File: config.mk
export PLATFORM = sky130hd
export DESIGN_NAME = codec_serial_ctrl_rx_slot
export DESIGN_NICKNAME = d
export VERILOG_FILES = /design/src/rtl/codec_ctrl_pkg.sv /design/src/rtl/bit_sync.sv /design/src/rtl/sample_fifo.sv /design/src/rtl/codec_serial_ctrl_rx_slot.sv
export SDC_FILE = /design/constraint.sdc
export NUM_CORES = 1
export LEC_CHECK = 0
export ABC_AREA = 1
export BUFFER_PORTS_ARGS = -buffer_cell sky130_fd_sc_hd__buf_2
export CORE_ASPECT_RATIO = 0.9
export CORE_MARGIN = 3
export CORE_UTILIZATION = 52
export DETAILED_ROUTE_END_ITERATION = 7
export PLACE_DENSITY = 0.75
export SLEW_MARGIN = 20
export SYNTH_ARGS = -nofsm -noshare
export SYNTH_HDL_FRONTEND = slang
export SYNTH_SLANG_ARGS = --single-unit
File: constraint.sdc
create_clock -name mclk -period 12.7 [get_ports mclk]
set_clock_uncertainty 0.05 [all_clocks]
set_input_delay 1.27 -clock mclk [delete_from_list [all_inputs] [get_ports mclk]]
set_output_delay 1.27 -clock mclk [all_outputs]
set_load 0.02 [all_outputs]
File: src/rtl/codec_ctrl_pkg.sv
`default_nettype none
package codec_ctrl_pkg;

    // Control port command bytes
    localparam logic [7:0] CMD_DEACTIVATE  = 8'h00;
    localparam logic [7:0] CMD_SOFT_RESET  = 8'h02;
    localparam logic [7:0] CMD_NO_OP       = 8'h06;
    localparam logic [7:0] CMD_ACTIVATE    = 8'h0E;
    localparam logic [7:0] CMD_WR_RX_SLOT  = 8'h42;
    localparam logic [7:0] CMD_RD_RX_SLOT  = 8'h43;
    localparam logic [7:0] CMD_WR_CLK_SLOT = 8'h44;
    localparam logic [7:0] CMD_RD_CLK_SLOT = 8'h45;
    localparam logic [7:0] CMD_WR_SCALING  = 8'h50;
    localparam logic [7:0] CMD_RD_SCALING  = 8'h51;
    localparam logic [7:0] CMD_WR_OPER     = 8'h60;
    localparam logic [7:0] CMD_RD_OPER     = 8'h61;

    // Widths
    localparam int SLOT_W  = 7;
    localparam int CSLOT_W = 3;
    localparam int SCALE_W = 5;
    localparam int GAIN_W  = 6;
    localparam int POS_W   = 11;
    localparam int LIN_W   = 16;
    localparam int FIFO_W  = LIN_W + 1;
    localparam int FIFO_DEPTH = 8;
    localparam int SYNC_W  = 8;

    // Field positions in data bytes
    localparam int RX_PORT_BIT = 7;
    localparam int OPER_MU_BIT = 6;

    // Counts and codes
    localparam logic [3:0] BITS_PER_BYTE = 4'h8;
    localparam logic [POS_W-1:0] BYTE_LAST = 11'h007;
    localparam logic [POS_W-1:0] POS_MAX = 11'h7FF;
    localparam logic [SCALE_W-1:0] SCALE_ZERO     = 5'h00;
    localparam logic [SCALE_W-1:0] SCALE_LOOPBACK = 5'h10;
    localparam logic [GAIN_W-1:0]  SCALE_OFFSET   = 6'h10;
    localparam logic [7:0]  ALAW_ABI_MASK = 8'h55;
    localparam logic [15:0] ALAW_HALF     = 16'h0008;
    localparam logic [15:0] ALAW_SEG_BASE = 16'h0100;
    localparam logic [15:0] MU_BIAS       = 16'h0084;

    // Reset values
    localparam logic [1:0] RESET_PORT_B = 2'h2;
    localparam logic [SYNC_W-1:0] SYNC_IDLE = 8'h60;

    typedef enum {ST_CMD, ST_WDATA, ST_RDATA} port_state_t;

endpackage
`default_nettype wire

File: src/rtl/bit_sync.sv
`default_nettype none
module bit_sync #(
    parameter int           W         = 1,
    parameter logic [W-1:0] RESET_VAL = '0
) (
    // Clock and reset
    input  wire logic         clk,
    input  wire logic         rst,
    // Asynchronous in, synchronous out
    input  wire logic [W-1:0] d,
    output logic      [W-1:0] q
);
    logic [W-1:0] meta_reg;

    always_ff @(posedge clk or posedge rst) begin
        if (rst) begin
            meta_reg <= RESET_VAL;
            q        <= RESET_VAL;
        end else begin
            meta_reg <= d;
            q        <= meta_reg;
        end
    end
endmodule // bit_sync
`default_nettype wire

File: src/rtl/sample_fifo.sv
`default_nettype none
module sample_fifo #(
    parameter int W     = 8,
    parameter int DEPTH = 8
) (
    // Clock and reset
    input  wire logic         clk,
    input  wire logic         rst,
    // Fill side
    input  wire logic         in_valid,
    output logic              in_ready,
    input  wire logic [W-1:0] in_data,
    // Drain side
    output logic              out_valid,
    input  wire logic         out_ready,
    output logic      [W-1:0] out_data
);
    localparam int AW = $clog2(DEPTH);

    logic [W-1:0] mem [DEPTH];
    logic [AW:0]  wr_ptr_reg;
    logic [AW:0]  rd_ptr_reg;
    logic         full;
    logic         empty;

    assign empty = (wr_ptr_reg == rd_ptr_reg);
    assign full  = (wr_ptr_reg[AW] != rd_ptr_reg[AW])
                && (wr_ptr_reg[AW-1:0] == rd_ptr_reg[AW-1:0]);
    assign in_ready  = !full;
    assign out_valid = !empty;
    assign out_data  = mem[rd_ptr_reg[AW-1:0]];

    always_ff @(posedge clk) begin
        if (in_valid && !full) begin
            mem[wr_ptr_reg[AW-1:0]] <= in_data;
        end
    end

    always_ff @(posedge clk or posedge rst) begin
        if (rst) begin
            wr_ptr_reg <= '0;
        end else if (in_valid && !full) begin
            wr_ptr_reg <= wr_ptr_reg + 1'b1;
        end
    end

    always_ff @(posedge clk or posedge rst) begin
        if (rst) begin
            rd_ptr_reg <= '0;
        end else if (out_ready && !empty) begin
            rd_ptr_reg <= rd_ptr_reg + 1'b1;
        end
    end
endmodule // sample_fifo
`default_nettype wire

File: src/rtl/codec_serial_ctrl_rx_slot.sv
`default_nettype none
// How it works
// - Received highway bytes are expanded; bit positions count from frame sync.
// - Each channel holds a 7-bit receive time slot, up to 128 slots.
// - Slot logic works for any bit clock from 128 kHz to 8.192 MHz.
// - A 3-bit clock slot delays the slot start by 0 to 7 bits.
// - A slot running past the frame end never completes; host avoids it.
// - Each channel takes data from highway port A or B as programmed.
// - Scaling gain is code minus 16, in sixteenths.
// - Scaling code zero gives zero gain.
// - Scaling code 10000 disables scaling and loops output to input.
// - Operating-functions write selects A-law or mu-law companding.
// - A-law bytes get alternate bit inversion.
// - Both selects low applies a transfer to both channels.
// - Command bytes are 8 bits, followed by data in or out.
// - Bytes move most significant bit first in both directions.
// - A write command's data arrives in the next select-framed transfer.
// - After a read command, data goes out; incoming commands are ignored.
// - Unused bits of bytes sent out read as zero.
// - A select period without eight bits changes no setting, but ends a pending write or read.
// - With selects high, shift clock activity changes nothing.
// - Each select rising edge advances the byte sequence, except after a command byte of fewer than eight bits.
// - 00 deactivates, 02 resets, 06 does nothing, 0E activates.
// - Software reset affects only the selected channels.
// - Hardware reset: slots zero, channel 1 port A, channel 2 port B.
module codec_serial_ctrl_rx_slot
    import codec_ctrl_pkg::*;
(
    // Clock and reset
    input  wire logic                     mclk,
    input  wire logic                     sys_rst,
    // Host control port
    input  wire logic                     shift_clock,
    input  wire logic                     chan1_select_n,
    input  wire logic                     chan2_select_n,
    input  wire logic                     serial_bidir_in,
    output logic                          serial_bidir_out,
    output logic                          serial_bidir_oe,
    // Receive PCM highway
    input  wire logic                     pcm_bit_clock,
    input  wire logic                     frame_sync,
    input  wire logic                     pcm_rx_port_a,
    input  wire logic                     pcm_rx_port_b,
    // Expanded sample stream
    output logic                          sample_valid,
    input  wire logic                     sample_ready,
    output logic [LIN_W-1:0]              sample_data,
    output logic                          sample_chan,
    // Programmed state per channel
    output wire logic [1:0]               chan_active,
    output wire logic [1:0]               mu_law_sel,
    output wire logic [1:0]               rx_port_b_sel,
    output wire logic [1:0][SLOT_W-1:0]   rx_time_slot,
    output wire logic [1:0][CSLOT_W-1:0]  rx_clock_slot,
    output wire logic [1:0][SCALE_W-1:0]  scaling_code,
    output wire logic [1:0][GAIN_W-1:0]   impedance_scaling_gain,
    output wire logic [1:0]               analog_loopback
);

    // G.711 expansion to 16-bit linear
    function automatic logic [LIN_W-1:0] expand(input logic [7:0] code,
                                                input logic mu);
        logic [7:0]       x;
        logic [2:0]       e;
        logic [LIN_W-1:0] m;
        logic [LIN_W-1:0] mag;
        logic             neg;
        x   = mu ? ~code : (code ^ ALAW_ABI_MASK);
        e   = x[6:4];
        m   = {12'h000, x[3:0]};
        if (mu) begin
            mag = (((m << 3) + MU_BIAS) << e) - MU_BIAS;
            neg = x[7];
        end else begin
            mag = (m << 4) + ALAW_HALF;
            if (e != 3'h0) begin
                mag = (mag + ALAW_SEG_BASE) << (e - 3'h1);
            end
            neg = !x[7];
        end
        return neg ? (LIN_W'(0) - mag) : mag;
    endfunction

    // Input synchronisers
    logic [SYNC_W-1:0] sync_q;
    logic              sclk_s;
    logic [1:0]        sel_n_s;
    logic              din_s;
    logic              pclk_s;
    logic              fs_s;
    logic              pa_s;
    logic              pb_s;

    bit_sync #(
        .W         (SYNC_W),
        .RESET_VAL (SYNC_IDLE)
    ) u_sync (
        .clk (mclk),
        .rst (sys_rst),
        .d   ({shift_clock, chan2_select_n, chan1_select_n,
               serial_bidir_in, pcm_bit_clock, frame_sync,
               pcm_rx_port_a, pcm_rx_port_b}),
        .q   (sync_q)
    );

    assign {sclk_s, sel_n_s, din_s, pclk_s, fs_s, pa_s, pb_s} = sync_q;

    // Edge detection on synchronised levels
    logic       sclk_prev_reg;
    logic       any_low_prev_reg;
    logic       pclk_prev_reg;
    logic       any_low;
    logic       select_fall;
    logic       select_rise;
    logic       sclk_rise;
    logic       sclk_fall;
    logic       pclk_fall;

    always_ff @(posedge mclk or posedge sys_rst) begin
        if (sys_rst) begin
            sclk_prev_reg    <= 1'b0;
            any_low_prev_reg <= 1'b0;
            pclk_prev_reg    <= 1'b0;
        end else begin
            sclk_prev_reg    <= sclk_s;
            any_low_prev_reg <= any_low;
            pclk_prev_reg    <= pclk_s;
        end
    end

    assign any_low     = !(&sel_n_s);
    assign select_fall = any_low && !any_low_prev_reg;
    assign select_rise = !any_low && any_low_prev_reg;
    assign sclk_rise   = sclk_s && !sclk_prev_reg && any_low;
    assign sclk_fall   = !sclk_s && sclk_prev_reg && any_low;
    assign pclk_fall   = !pclk_s && pclk_prev_reg;

    // Serial shifter
    logic [1:0] mask_reg;
    logic [3:0] bit_cnt_reg;
    logic [7:0] in_sr_reg;
    logic [7:0] out_sr_reg;
    logic       drive_reg;
    logic       byte_done;
    logic [1:0] rd_pending;
    logic [1:0][7:0] rd_val;
    logic       rd_pick;

    assign byte_done = select_rise && (bit_cnt_reg == BITS_PER_BYTE);
    assign rd_pick   = sel_n_s[0];

    always_ff @(posedge mclk or posedge sys_rst) begin
        if (sys_rst) begin
            mask_reg <= 2'h0;
        end else if (select_fall) begin
            mask_reg <= ~sel_n_s;
        end
    end

    always_ff @(posedge mclk or posedge sys_rst) begin
        if (sys_rst) begin
            bit_cnt_reg <= 4'h0;
            in_sr_reg   <= 8'h00;
        end else if (select_fall) begin
            bit_cnt_reg <= 4'h0;
        end else if (sclk_rise && bit_cnt_reg != BITS_PER_BYTE) begin
            in_sr_reg   <= {in_sr_reg[6:0], din_s};
            bit_cnt_reg <= bit_cnt_reg + 4'h1;
        end
    end

    always_ff @(posedge mclk or posedge sys_rst) begin
        if (sys_rst) begin
            out_sr_reg <= 8'h00;
            drive_reg  <= 1'b0;
        end else if (select_fall) begin
            out_sr_reg <= rd_val[rd_pick];
            drive_reg  <= rd_pending[rd_pick];
        end else if (select_rise) begin
            drive_reg  <= 1'b0;
        end else if (sclk_fall && bit_cnt_reg != 4'h0) begin
            out_sr_reg <= {out_sr_reg[6:0], 1'b0};
        end
    end

    assign serial_bidir_out = out_sr_reg[7];
    assign serial_bidir_oe  = drive_reg && any_low;

    // Receive frame position
    logic [POS_W-1:0] pos_reg;
    logic [POS_W-1:0] cur_pos;

    assign cur_pos = fs_s ? '0
                   : ((pos_reg == POS_MAX) ? POS_MAX : pos_reg + 11'h001);

    always_ff @(posedge mclk or posedge sys_rst) begin
        if (sys_rst) begin
            pos_reg <= '0;
        end else if (pclk_fall) begin
            pos_reg <= cur_pos;
        end
    end

    // Per-channel state
    logic [1:0]      rx_pend;
    logic [1:0][7:0] rx_byte;
    logic            push_ch;
    logic            push_valid;
    logic            push_ready;

    assign push_ch    = !rx_pend[0];
    assign push_valid = |rx_pend;

    for (genvar g = 0; g < 2; g++) begin : chan
        port_state_t        state_reg;
        logic [7:0]         cmd_reg;
        logic               active_reg;
        logic               mu_reg;
        logic               port_b_reg;
        logic [SLOT_W-1:0]  slot_reg;
        logic [CSLOT_W-1:0] cslot_reg;
        logic [SCALE_W-1:0] code_reg;
        logic [GAIN_W-1:0]  gain_reg;
        logic [7:0]         pcm_sr_reg;
        logic [7:0]         byte_reg;
        logic               pend_reg;
        logic               take_now;
        logic               cmd_take;
        logic               data_take;
        logic [7:0]         rd_data;
        logic [POS_W-1:0]   start_pos;
        logic [POS_W-1:0]   idx;
        logic               in_slot;
        logic               cap_done;

        assign take_now  = select_rise && mask_reg[g];
        assign cmd_take  = take_now && byte_done && state_reg == ST_CMD;
        assign data_take = take_now && byte_done && state_reg == ST_WDATA;

        // Byte sequence per channel
        always_ff @(posedge mclk or posedge sys_rst) begin
            if (sys_rst) begin
                state_reg <= ST_CMD;
                cmd_reg   <= CMD_NO_OP;
            end else if (take_now) begin
                case (state_reg)
                    ST_CMD: begin
                        if (byte_done) begin
                            cmd_reg <= in_sr_reg;
                            case (in_sr_reg)
                                CMD_WR_RX_SLOT, CMD_WR_CLK_SLOT,
                                CMD_WR_SCALING, CMD_WR_OPER: begin
                                    state_reg <= ST_WDATA;
                                end
                                CMD_RD_RX_SLOT, CMD_RD_CLK_SLOT,
                                CMD_RD_SCALING, CMD_RD_OPER: begin
                                    state_reg <= ST_RDATA;
                                end
                                default: begin
                                    state_reg <= ST_CMD;
                                end
                            endcase
                        end
                    end
                    ST_WDATA: state_reg <= ST_CMD;
                    ST_RDATA: state_reg <= ST_CMD;
                    default:  state_reg <= ST_CMD;
                endcase
            end
        end

        // Programmed configuration
        always_ff @(posedge mclk or posedge sys_rst) begin
            if (sys_rst) begin
                active_reg <= 1'b0;
                mu_reg     <= 1'b0;
                port_b_reg <= RESET_PORT_B[g];
                slot_reg   <= '0;
                cslot_reg  <= '0;
                code_reg   <= SCALE_ZERO;
            end else if (cmd_take) begin
                case (in_sr_reg)
                    CMD_DEACTIVATE: active_reg <= 1'b0;
                    CMD_ACTIVATE:   active_reg <= 1'b1;
                    CMD_SOFT_RESET: begin
                        active_reg <= 1'b0;
                        mu_reg     <= 1'b0;
                        code_reg   <= SCALE_ZERO;
                    end
                    default: active_reg <= active_reg;
                endcase
            end else if (data_take) begin
                case (cmd_reg)
                    CMD_WR_RX_SLOT: begin
                        port_b_reg <= in_sr_reg[RX_PORT_BIT];
                        slot_reg   <= in_sr_reg[SLOT_W-1:0];
                    end
                    CMD_WR_CLK_SLOT: cslot_reg <= in_sr_reg[CSLOT_W-1:0];
                    CMD_WR_SCALING:  code_reg  <= in_sr_reg[SCALE_W-1:0];
                    CMD_WR_OPER:     mu_reg    <= in_sr_reg[OPER_MU_BIT];
                    default:         mu_reg    <= mu_reg;
                endcase
            end
        end

        // Scaling gain in sixteenths
        always_ff @(posedge mclk or posedge sys_rst) begin
            if (sys_rst) begin
                gain_reg <= '0;
            end else if (code_reg == SCALE_ZERO
                      || code_reg == SCALE_LOOPBACK) begin
                gain_reg <= '0;
            end else begin
                gain_reg <= {1'b0, code_reg} - SCALE_OFFSET;
            end
        end

        // Read-back with unused bits zero
        always_comb begin
            rd_data = 8'h00;
            case (cmd_reg)
                CMD_RD_RX_SLOT:  rd_data = {port_b_reg, slot_reg};
                CMD_RD_CLK_SLOT: rd_data[CSLOT_W-1:0] = cslot_reg;
                CMD_RD_SCALING:  rd_data[SCALE_W-1:0] = code_reg;
                CMD_RD_OPER:     rd_data[OPER_MU_BIT] = mu_reg;
                default:         rd_data = 8'h00;
            endcase
        end

        // Receive slot capture
        assign start_pos = {1'b0, slot_reg, 3'h0}
                         + {{(POS_W-CSLOT_W){1'b0}}, cslot_reg};
        assign idx       = cur_pos - start_pos;
        assign in_slot   = (cur_pos >= start_pos) && (idx <= BYTE_LAST);
        assign cap_done  = pclk_fall && active_reg && in_slot
                        && idx == BYTE_LAST;

        always_ff @(posedge mclk or posedge sys_rst) begin
            if (sys_rst) begin
                pcm_sr_reg <= 8'h00;
            end else if (pclk_fall && in_slot) begin
                pcm_sr_reg <= {pcm_sr_reg[6:0],
                               port_b_reg ? pb_s : pa_s};
            end
        end

        always_ff @(posedge mclk or posedge sys_rst) begin
            if (sys_rst) begin
                byte_reg <= 8'h00;
                pend_reg <= 1'b0;
            end else if (cap_done) begin
                byte_reg <= {pcm_sr_reg[6:0],
                             port_b_reg ? pb_s : pa_s};
                pend_reg <= 1'b1;
            end else if (push_ready && push_ch == g) begin
                pend_reg <= 1'b0;
            end
        end

        assign rd_pending[g]             = state_reg == ST_RDATA;
        assign rd_val[g]                 = rd_data;
        assign rx_pend[g]                = pend_reg;
        assign rx_byte[g]                = byte_reg;
        assign chan_active[g]            = active_reg;
        assign mu_law_sel[g]             = mu_reg;
        assign rx_port_b_sel[g]          = port_b_reg;
        assign rx_time_slot[g]           = slot_reg;
        assign rx_clock_slot[g]          = cslot_reg;
        assign scaling_code[g]           = code_reg;
        assign impedance_scaling_gain[g] = gain_reg;
        assign analog_loopback[g]        = code_reg == SCALE_LOOPBACK;
    end

    // Expanded samples buffered toward the user side
    logic fifo_in_ready;

    assign push_ready = push_valid && fifo_in_ready;

    sample_fifo #(
        .W     (FIFO_W),
        .DEPTH (FIFO_DEPTH)
    ) u_fifo (
        .clk       (mclk),
        .rst       (sys_rst),
        .in_valid  (push_valid),
        .in_ready  (fifo_in_ready),
        .in_data   ({push_ch, expand(rx_byte[push_ch],
                                     mu_law_sel[push_ch])}),
        .out_valid (sample_valid),
        .out_ready (sample_ready),
        .out_data  ({sample_chan, sample_data})
    );

endmodule // codec_serial_ctrl_rx_slot
`default_nettype wire

==> impl_results.md, run 1 <==
* Result of the run: complete, no violations
* Root buffer cell: clkbuf_16
* Placed wire-length estimate after detailed placement at 23600 um
* Number of I/O port buffers at 78
* CTS Buf Count at 28
* Transition time at the pin with the least slew margin at 1050 ps
* DRT Pass-1 Iters at 6
* Number of gates given a new drive strength after cts at 0
* Highest clock rate at 221 MHz
* Setup TNS at 0 ps
* Number of antenna-violating nets in the routed design at 0
* H-Tree Level Count at 1
* Post-synthesis share of cell area spent on and, or, nand and nor gates at 0.213
* Clock Sinks at 279
* Cell depth of the worst min-delay path at 0
* Number of antenna violations at the first check in global routing at 0
* Routed via count divided by cell count at 5.60
* Number of buffers on the longest clock path at 3
* Layout Area Growth over Synthesis at 12.0%
* Hold Crit Endpoint: u_sync.q[0]$_DFF_PP0_
* Fraction of synthesis flops using an asynchronous set or reset pin at 0.570
* Die area at 28700 um2
* Number of flip-flops in the largest register at 120
* Critical-path cell list: inv_2, nand2_1, nand2_2, nand2_1, nand2_1, ha_1, ha_1, inv_1, ha_1, nand2_1, o21ai_0, ha_1, inv_1, a21oi_1, nand3_1, nor2_1, nand3_1, nand2_2, xor2_1
* RSZ-0062 raised after global routing: no
* Capturing element type of the critical path: register
* Top area cells in the synthesized netlist: dfrtp_1 27%, edfxtp_1 26%, nand2_1 9.3%
* Post-synthesis compound-gate area fraction at 0.117
* Final worst-path cycle share at 0.356
* Die height at 161 um
* Reg2reg start: chan[0].pend_reg$_DFFE_PP0P_
* Fill cell instance count of the final layout at 2222
* Aggregate global-route resource usage at 0.239
* Total number of vias at 11200
* Hold slack at 300 ps
* Multiplexer share of the synthesized area at 0.00153
* Synthesis-stage register bit count at 279
* Number of setup buffers added after CTS at 0
* Fraction of layout cells with a size suffix above 1 at 0.115
* Kind of cell adding the most delay to the critical path: simple AND/OR/NAND/NOR gates
* List of most frequent post-synthesis cells: 344 x nand2_1, 190 x nor2_1, 180 x o21ai_0, 150 x dfrtp_1, 144 x inv_1
* Slowest stage delay, CP at 530 ps
* Via count of the first global-routing pass at 10300
* Standard cell core area at 26100 um2
* Combined buffer and inverter count along the critical path at 3
* Effective utilization at floorplan at 0.530
* Per-cell routed wire length at 17.1 um
* Worst rel slew slack at 0.301
* # hold bufs at CTS at 0
* Top-area cell type share of the netlist area at 0.271
* Critical setup path kind: reg -> reg
* Total inserted antenna cells at 0
* Cell area after synthesis at 13900 um2
* Setup slack, reg-to-reg at 8180 ps
* Logic depth of the worst register-to-register path at 19
* Total number of yosys warnings at 0
* Sequential cell area fraction in the yosys report at 0.548
* CTS clk-pin slew, worst paths at 60 ps
* Wirelength, routed at 34100 um
* Clock tree from TritonCTS: yes
* Final Hold Fails at 0
* Number of ports placed on the die boundary at 81
* Area leader, netlist: dfrtp_1
* Most used DFF post-synth: dfrtp_1
* Largest family of logic cells by synthesized area: simple AND/OR/NAND/NOR gates
* Number of synthesized flops with an enable pin at 120
* Type of the tightest min-delay check: reg -> reg
* Leak pwr at 6.91 nW
* Synthesized area per cell at 8.86 um2
* Max-cap viol count at 0
* Iteration-0 DRC count of the detailed router at 1207
* Remaining global-route overflow at 0
* Synth cell types at 55
* Gate count of the mapped netlist at 1565
* Chip width at 178 um
* Later-pin clock latency in the skew report at 560 ps
* Global-route wire length before repair at 55000 um
* Count of endpoints failing setup in the final report at 0
* Critical-path top delay cell: dfrtp_1
* Clock period minus final worst setup slack at 4520 ps
* Worst vdd rail ir drop at 0.116 mV
* DRC violation count after routing at 0
* FF-to-FF End: u_fifo.mem[3][10]$_DFFE_PP_
* Area share of xor/xnor cells in the synthesized design at 0.0253
* Pin count of the biggest net entering global routing at 84
* Maximum net fanout on the critical path at 22
* Adder-cell area share of the yosys netlist at 0.0345
* Kind of launch point of the worst setup path: register
* Most used standard cell by instance count after synthesis: nand2_1
* Number of pins with negative max-slew slack in the final report at 0
* Routability Congestion at 0.952
* Number of nets in the finished design at 1676
* Cell area power density at 156 nW/um2
* Signal arrival time at the worst endpoint at 4760 ps
* Data required time of the critical path at 12930 ps
* FP Rows at 56
* Hold wc startpoint: u_sync.meta_reg[0]$_DFF_PP0_
==> area by class of cell <==
type | instances | area, um2 | share of cell area
clock buffer | 40 | 840 | 0.0541
clock inverter | 12 | 165 | 0.0106
inverter | 151 | 572 | 0.0368
multi-input combinational | 1077 | 5430 | 0.350
sequential | 279 | 7590 | 0.489
tap | 348 | 435 | 0.0280
timing repair buffer | 91 | 492 | 0.0317
==> layout by cell type, fill, tap and decap left out, types with 4 or more instances in the layout <==
master       n
a21oi_1     43
a221oi_1     8
a31oi_1     16
buf_2       78
buf_4       12
clkbuf_1     4
clkbuf_16   30
clkbuf_8     5
clkinv_2     6
dfrtp_1    149
dfstp_2      9
edfxtp_1   120
ha_1        35
inv_1      142
inv_2        6
nand2_1    344
nand2_2     17
nand3_1     94
nand3_2      4
nand4_1      7
nor2_1     189
nor3_1      24
nor4_1       7
o2111ai_1    4
o211ai_1     5
o21ai_0    180
o21ai_1      4
o22ai_1     16
xnor2_1      8
xor2_1      32
==> worst reg2reg max path, stage by stage (launching register included) <==
cell and delay, ps:
dfrtp_1 530, inv_2 330, nand2_1 110, nand2_2 330
nand2_1 100, nand2_1 230, ha_1 240, ha_1 250
inv_1 130, ha_1 300, nand2_1 40, o21ai_0 210
ha_1 230, inv_1 50, a21oi_1 200, nand3_1 110
nor2_1 150, nand3_1 100, nand2_2 110, xor2_1 460
==> report_power, final <==
group          internal [mW]  leakage (nW)  switching (mW)
Clock                  0.524         0.492           0.350
Combinational          0.160          3.22           0.372
Sequential             0.984          3.20          0.0352
==> through the flow <==
step | setup WS (ps) | instance area [um2] | std cells | power [mW] | util
5_1_grt | 7670 | 15500 | 1998 | 2.55 | 0.594
2_1_floorplan | 7100 | 13900 | 1566 | 1.41 | -
3_3_place_gp | 8510 | 14500 | 1946 | 1.55 | 0.555
4_1_cts | 8270 | 15500 | 1998 | 2.44 | 0.594
3_5_place_dp | 8290 | 14500 | 1946 | 1.56 | 0.555
6_report | 8180 | 15500 | 1998 | 2.43 | 0.594
==> per-layer routing <==
layer | share of wire | track usage
met5 | 0 | 0
met4 | 0.020 | 0.0560
met3 | 0.084 | 0.0468
met2 | 0.44 | 0.351
met1 | 0.46 | 0.367
==> cells by family (layout without fill, tap and decap cells) <==
group,Yosys count,count (layout)
flops,279,279
compound gates,292,292
xor+xnor,40,40
simple gates,704,704
fa+ha+maj,37,37
buf+inv,210,294
mux,2,2
other cells,1,2
==> how the worst max path moves through the flow <==
stage	from	to	slack (ps)	cells after the start
final	chan[0].pend_reg$_DFFE_PP0P_	u_fifo.mem[3][10]$_DFFE_PP_	8180	19
after global routing	chan[0].pend_reg$_DFFE_PP0P_	u_fifo.mem[1][10]$_DFFE_PP_	7670	19
after CTS	chan[0].pend_reg$_DFFE_PP0P_	u_fifo.mem[0][10]$_DFFE_PP_	8270	19
after detailed placement	chan[0].pend_reg$_DFFE_PP0P_	u_fifo.mem[0][10]$_DFFE_PP_	8290	19
after global placement	chan[0].pend_reg$_DFFE_PP0P_	u_fifo.mem[6][10]$_DFFE_PP_	8510	19
after floorplan	sys_rst	any_low_prev_reg$_DFF_PP0_	7100	1
(Power assumes the default switching activity.)
==> run 2: changes to the inputs <==
--- a/config.mk
+++ b/config.mk
@@ -11,7 +11,7 @@
 export CORE_MARGIN = 3
 export CORE_UTILIZATION = 52
 export DETAILED_ROUTE_END_ITERATION = 7
-export PLACE_DENSITY = 0.75
+export PLACE_DENSITY = 0.77
 export SLEW_MARGIN = 20
 export SYNTH_ARGS = -nofsm -noshare
 export SYNTH_HDL_FRONTEND = slang
==> constraint.sdc (replaced) <==
create_clock -name mclk -period 4.12 [get_ports mclk]
set_clock_uncertainty 0.05 [all_clocks]
set_input_delay 0.412 -clock mclk [delete_from_list [all_inputs] [get_ports mclk]]
set_output_delay 0.412 -clock mclk [all_outputs]
set_load 0.02 [all_outputs]
==> run 2 against run 1 <==
Net effect:
- combinational power increased to 3.1 times the previous value
- global-route usage fell by 0.27 points
- largest power group unchanged
- core utilization up 0.84 points
- sequential share of layout area fell by 0.68 points
- non-clock buffer count is 23 higher
- flip-flop and latch count unchanged
- critical path type unchanged
- clock-buffer cell count shrank 3
- first-iteration DRC count is 7.1% lower
- cell area grew 1.4%
- wire length fell by 0.40%
==> impl_results.md, run 2 (synthesis results as in run 1) <==
* Die height at 161 um (unchanged)
* Total number of vias at 11300 (was 11200)
* Critical setup path kind: reg -> reg (unchanged)
* Switching power total at 2.32 mW (was 0.757 mW)
* Fraction of layout cells with a size suffix above 1 at 0.127 (was 0.115)
* Maximum net fanout on the critical path at 7 (was 22)
* Number of nets in the finished design at 1700 (was 1676)
* Clock tree from TritonCTS: yes (unchanged)
* Wirelength, routed at 34000 um (was 34100 um)
* Capturing element type of the critical path: register (unchanged)
* Clock group share of total power at 0.347 (was 0.360)
* Number of setup buffers added after CTS at 0 (unchanged)
* Number of pins with negative max-slew slack in the final report at 0 (unchanged)
* Final worst-path cycle share at 0.908 (was 0.356)
* Routability Congestion at 0.974 (was 0.952)
* Number of I/O port buffers at 78 (unchanged)
* DRT Pass-1 Iters at 5 (was 6)
* Highest clock rate at 267 MHz (was 221 MHz)
* Worst vdd rail ir drop at 0.401 mV (was 0.116 mV)
* Seq. cell area at 7590 um2 (unchanged)
* FP Rows at 56 (unchanged)
* Effective utilization at floorplan at 0.530 (unchanged)
* Result of the run: complete, no violations (unchanged)
* Fill cell instance count of the final layout at 2104 (was 2222)
* H-Tree Level Count at 1 (unchanged)
* CTS clk-pin slew, worst paths at 70 ps (was 60 ps)
* Kind of cell adding the most delay to the critical path: simple AND/OR/NAND/NOR gates (unchanged)
* Number of cells in the finished layout apart from fillers at 2022 (was 1998)
* Most frequent cell on the critical path: nand2_1
* Number of ports placed on the die boundary at 81 (unchanged)
* Final Hold Fails at 0 (unchanged)
* Clock period minus final worst setup slack at 3740 ps (was 4520 ps)
* Placed wire-length estimate after detailed placement at 23200 um (was 23600 um)
* Max-cap viol count at 0 (unchanged)
* Cell area power density at 468 nW/um2 (was 156 nW/um2)
* Number of buffers on the longest clock path at 3 (unchanged)
* Share of power burned in combinational logic at 0.225 (was 0.219)
* Signal arrival time at the worst endpoint at 4130 ps (was 4760 ps)
* Cell count after placement at 1960 (was 1946)
* CTS Buf Count at 29 (was 28)
* DRC violation count after routing at 0 (unchanged)
* Slowest stage delay, CP at 380 ps (was 530 ps)
* Leading cell type in the layout, fill and taps excluded: nand2_1 (unchanged)
* Type of the tightest min-delay check: in -> reg (was reg -> reg)
* Global-route wire length before repair at 54600 um (was 55000 um)
* Root buffer cell: clkbuf_16 (unchanged)
* Data required time of the critical path at 4510 ps (was 12930 ps)
* Die area at 28700 um2 (unchanged)
* Setup TNS at 0 ps (unchanged)
* Routed via count divided by cell count at 5.57 (was 5.60)
* Standard cell core area at 26100 um2 (unchanged)
* Iteration-0 DRC count of the detailed router at 1121 (was 1207)
* Combined buffer and inverter count along the critical path at 0 (was 3)
* Number of antenna-violating nets in the routed design at 0 (unchanged)
* Per-cell routed wire length at 16.8 um (was 17.1 um)
* Number of flip-flops in the largest register at 120 (unchanged)
* Proportion of power drawn by flip-flops and latches at 0.428 (was 0.420)
* Layout Area Growth over Synthesis at 13.6% (was 12.0%)
* Pin count of the biggest net entering global routing at 92 (was 84)
* Aggregate global-route resource usage at 0.236 (was 0.239)
* Critical-path cell list: ha_1, nand3_1, nor2_2, nand3_2, nor2_1, nand3_2, a21oi_2, ha_1, a21oi_1, o21ai_1, a21oi_1, o21bai_1, nand2_1, nand2_1, nand3_1, nand2_1, xor2_1, nor2_1, nand2_1, nor2_1, nand2_1, nand2_1, nand2_1 (was inv_2, nand2_1, nand2_2, nand2_1, nand2_1, ha_1, ha_1, inv_1, ha_1, nand2_1, o21ai_0, ha_1, inv_1, a21oi_1, nand3_1, nor2_1, nand3_1, nand2_2, xor2_1)
* Top library cells by usage in the layout, fill and taps aside: 343 x nand2_1, 186 x nor2_1, 173 x o21ai_0, 149 x dfrtp_1, 143 x inv_1 (was 344 x nand2_1, 189 x nor2_1, 180 x o21ai_0, 149 x dfrtp_1, 142 x inv_1)
* Chip width at 178 um (unchanged)
* Via count of the first global-routing pass at 10600 (was 10300)
* Int Pwr at 5.04 mW (was 1.67 mW)
* Later-pin clock latency in the skew report at 560 ps (about the same)
* Transition time at the pin with the least slew margin at 1120 ps (was 1050 ps)
* Multi-input gate area in the final layout at 5520 um2 (was 5430 um2)
* Kind of launch point of the worst setup path: register (unchanged)
* Remaining global-route overflow at 0 (unchanged)
* Leak pwr at 7.01 nW (was 6.91 nW)
* Number of antenna violations at the first check in global routing at 0 (unchanged)
* Critical-path top delay cell: dfrtp_1 (unchanged)
* Clock Sinks at 279 (unchanged)
* Total inserted antenna cells at 0 (unchanged)
* Sw Share at 0.315 (was 0.312)
* Worst rel slew slack at 0.254 (was 0.301)
* Count of endpoints failing setup in the final report at 0 (unchanged)
-- run 2: path summary, 6_finish.rpt --
path / from / cells past startpoint / to / slack [ps]
max: pos_reg[0]$_DFFE_PP0P_ / 23 / chan[1].pcm_sr_reg[0]$_DFFE_PP0P_ / 380
min: sample_ready / 3 / u_fifo.rd_ptr_reg[2]$_DFFE_PP0P_ / 160
max reg2reg: pos_reg[0]$_DFFE_PP0P_ / 23 / chan[1].pcm_sr_reg[0]$_DFFE_PP0P_ / 380
min reg2reg: u_sync.meta_reg[7]$_DFF_PP0_ / 0 / u_sync.q[7]$_DFF_PP0_ / 300
max in group asynchronous: sys_rst / 4 / pos_reg[5]$_DFFE_PP0P_ / 2640
min in group asynchronous: sys_rst / 3 / chan[0].gain_reg[3]$_DFF_PP0_ / 380
-- run 2: layout make-up --
type,instances,area share
multi-input cells,1077,0.351
inverters,151,0.0363
clock inverters,16,0.0110
well taps,348,0.0277
repair buffers,114,0.0442
flip-flops and latches,279,0.482
clock buffers,37,0.0480
-- run 2: through the flow --
step	worst slack (ps)	power, mW	util	hold WS (ps)	area, um2
2_1_floorplan	465	4.35	-	281	13900
3_3_place_gp	277	4.77	0.560	284	14600
4_1_cts	31.2	7.38	0.599	144	15600
6_report	379	7.36	0.602	160	15700
3_5_place_dp	72.5	4.82	0.560	286	14600
5_1_grt	-12.4	7.75	0.602	142	15700
-- run 2: worst register-to-register path, delay by kind of cell, from the launching register on --
family	cells	cell delay, ps
adders and majority gates	2	520
DFF	1	380
and+or+nand+nor	15	1780
AOI/OAI and AO/OA	5	780
xor gates and xnor gates	1	150
-- run 2: power groups by stage --
stage	sequential [mW]	combinational, mW	clock [mW]
5_1_grt	3.17	1.84	2.74
6_report	3.15	1.66	2.55
3_3_place_gp	3.20	1.58	0
3_5_place_dp	3.20	1.62	0
2_1_floorplan	3.17	1.19	0
4_1_cts	3.15	1.64	2.59
-- run 2: layer usage --
| metal | share of wire | GRT usage | up-vias |
|---|---|---|---|
| li1 | - | - | 5395 |
| met1 | 0.45 | 0.352 | 5386 |
| met2 | 0.45 | 0.362 | 425 |
| met3 | 0.081 | 0.0421 | 58 |
| met4 | 0.019 | 0.0542 | 0 |
| met5 | 0 | 0 | - |
-- run 2: what timing repair did --
action / 4_1_cts / 5_1_grt
hold buffers: 9 / 0
endpoints found under the hold margin: 27 / 0
setup endpoints to repair: 0 / 72
gates resized for setup: 0 / 28
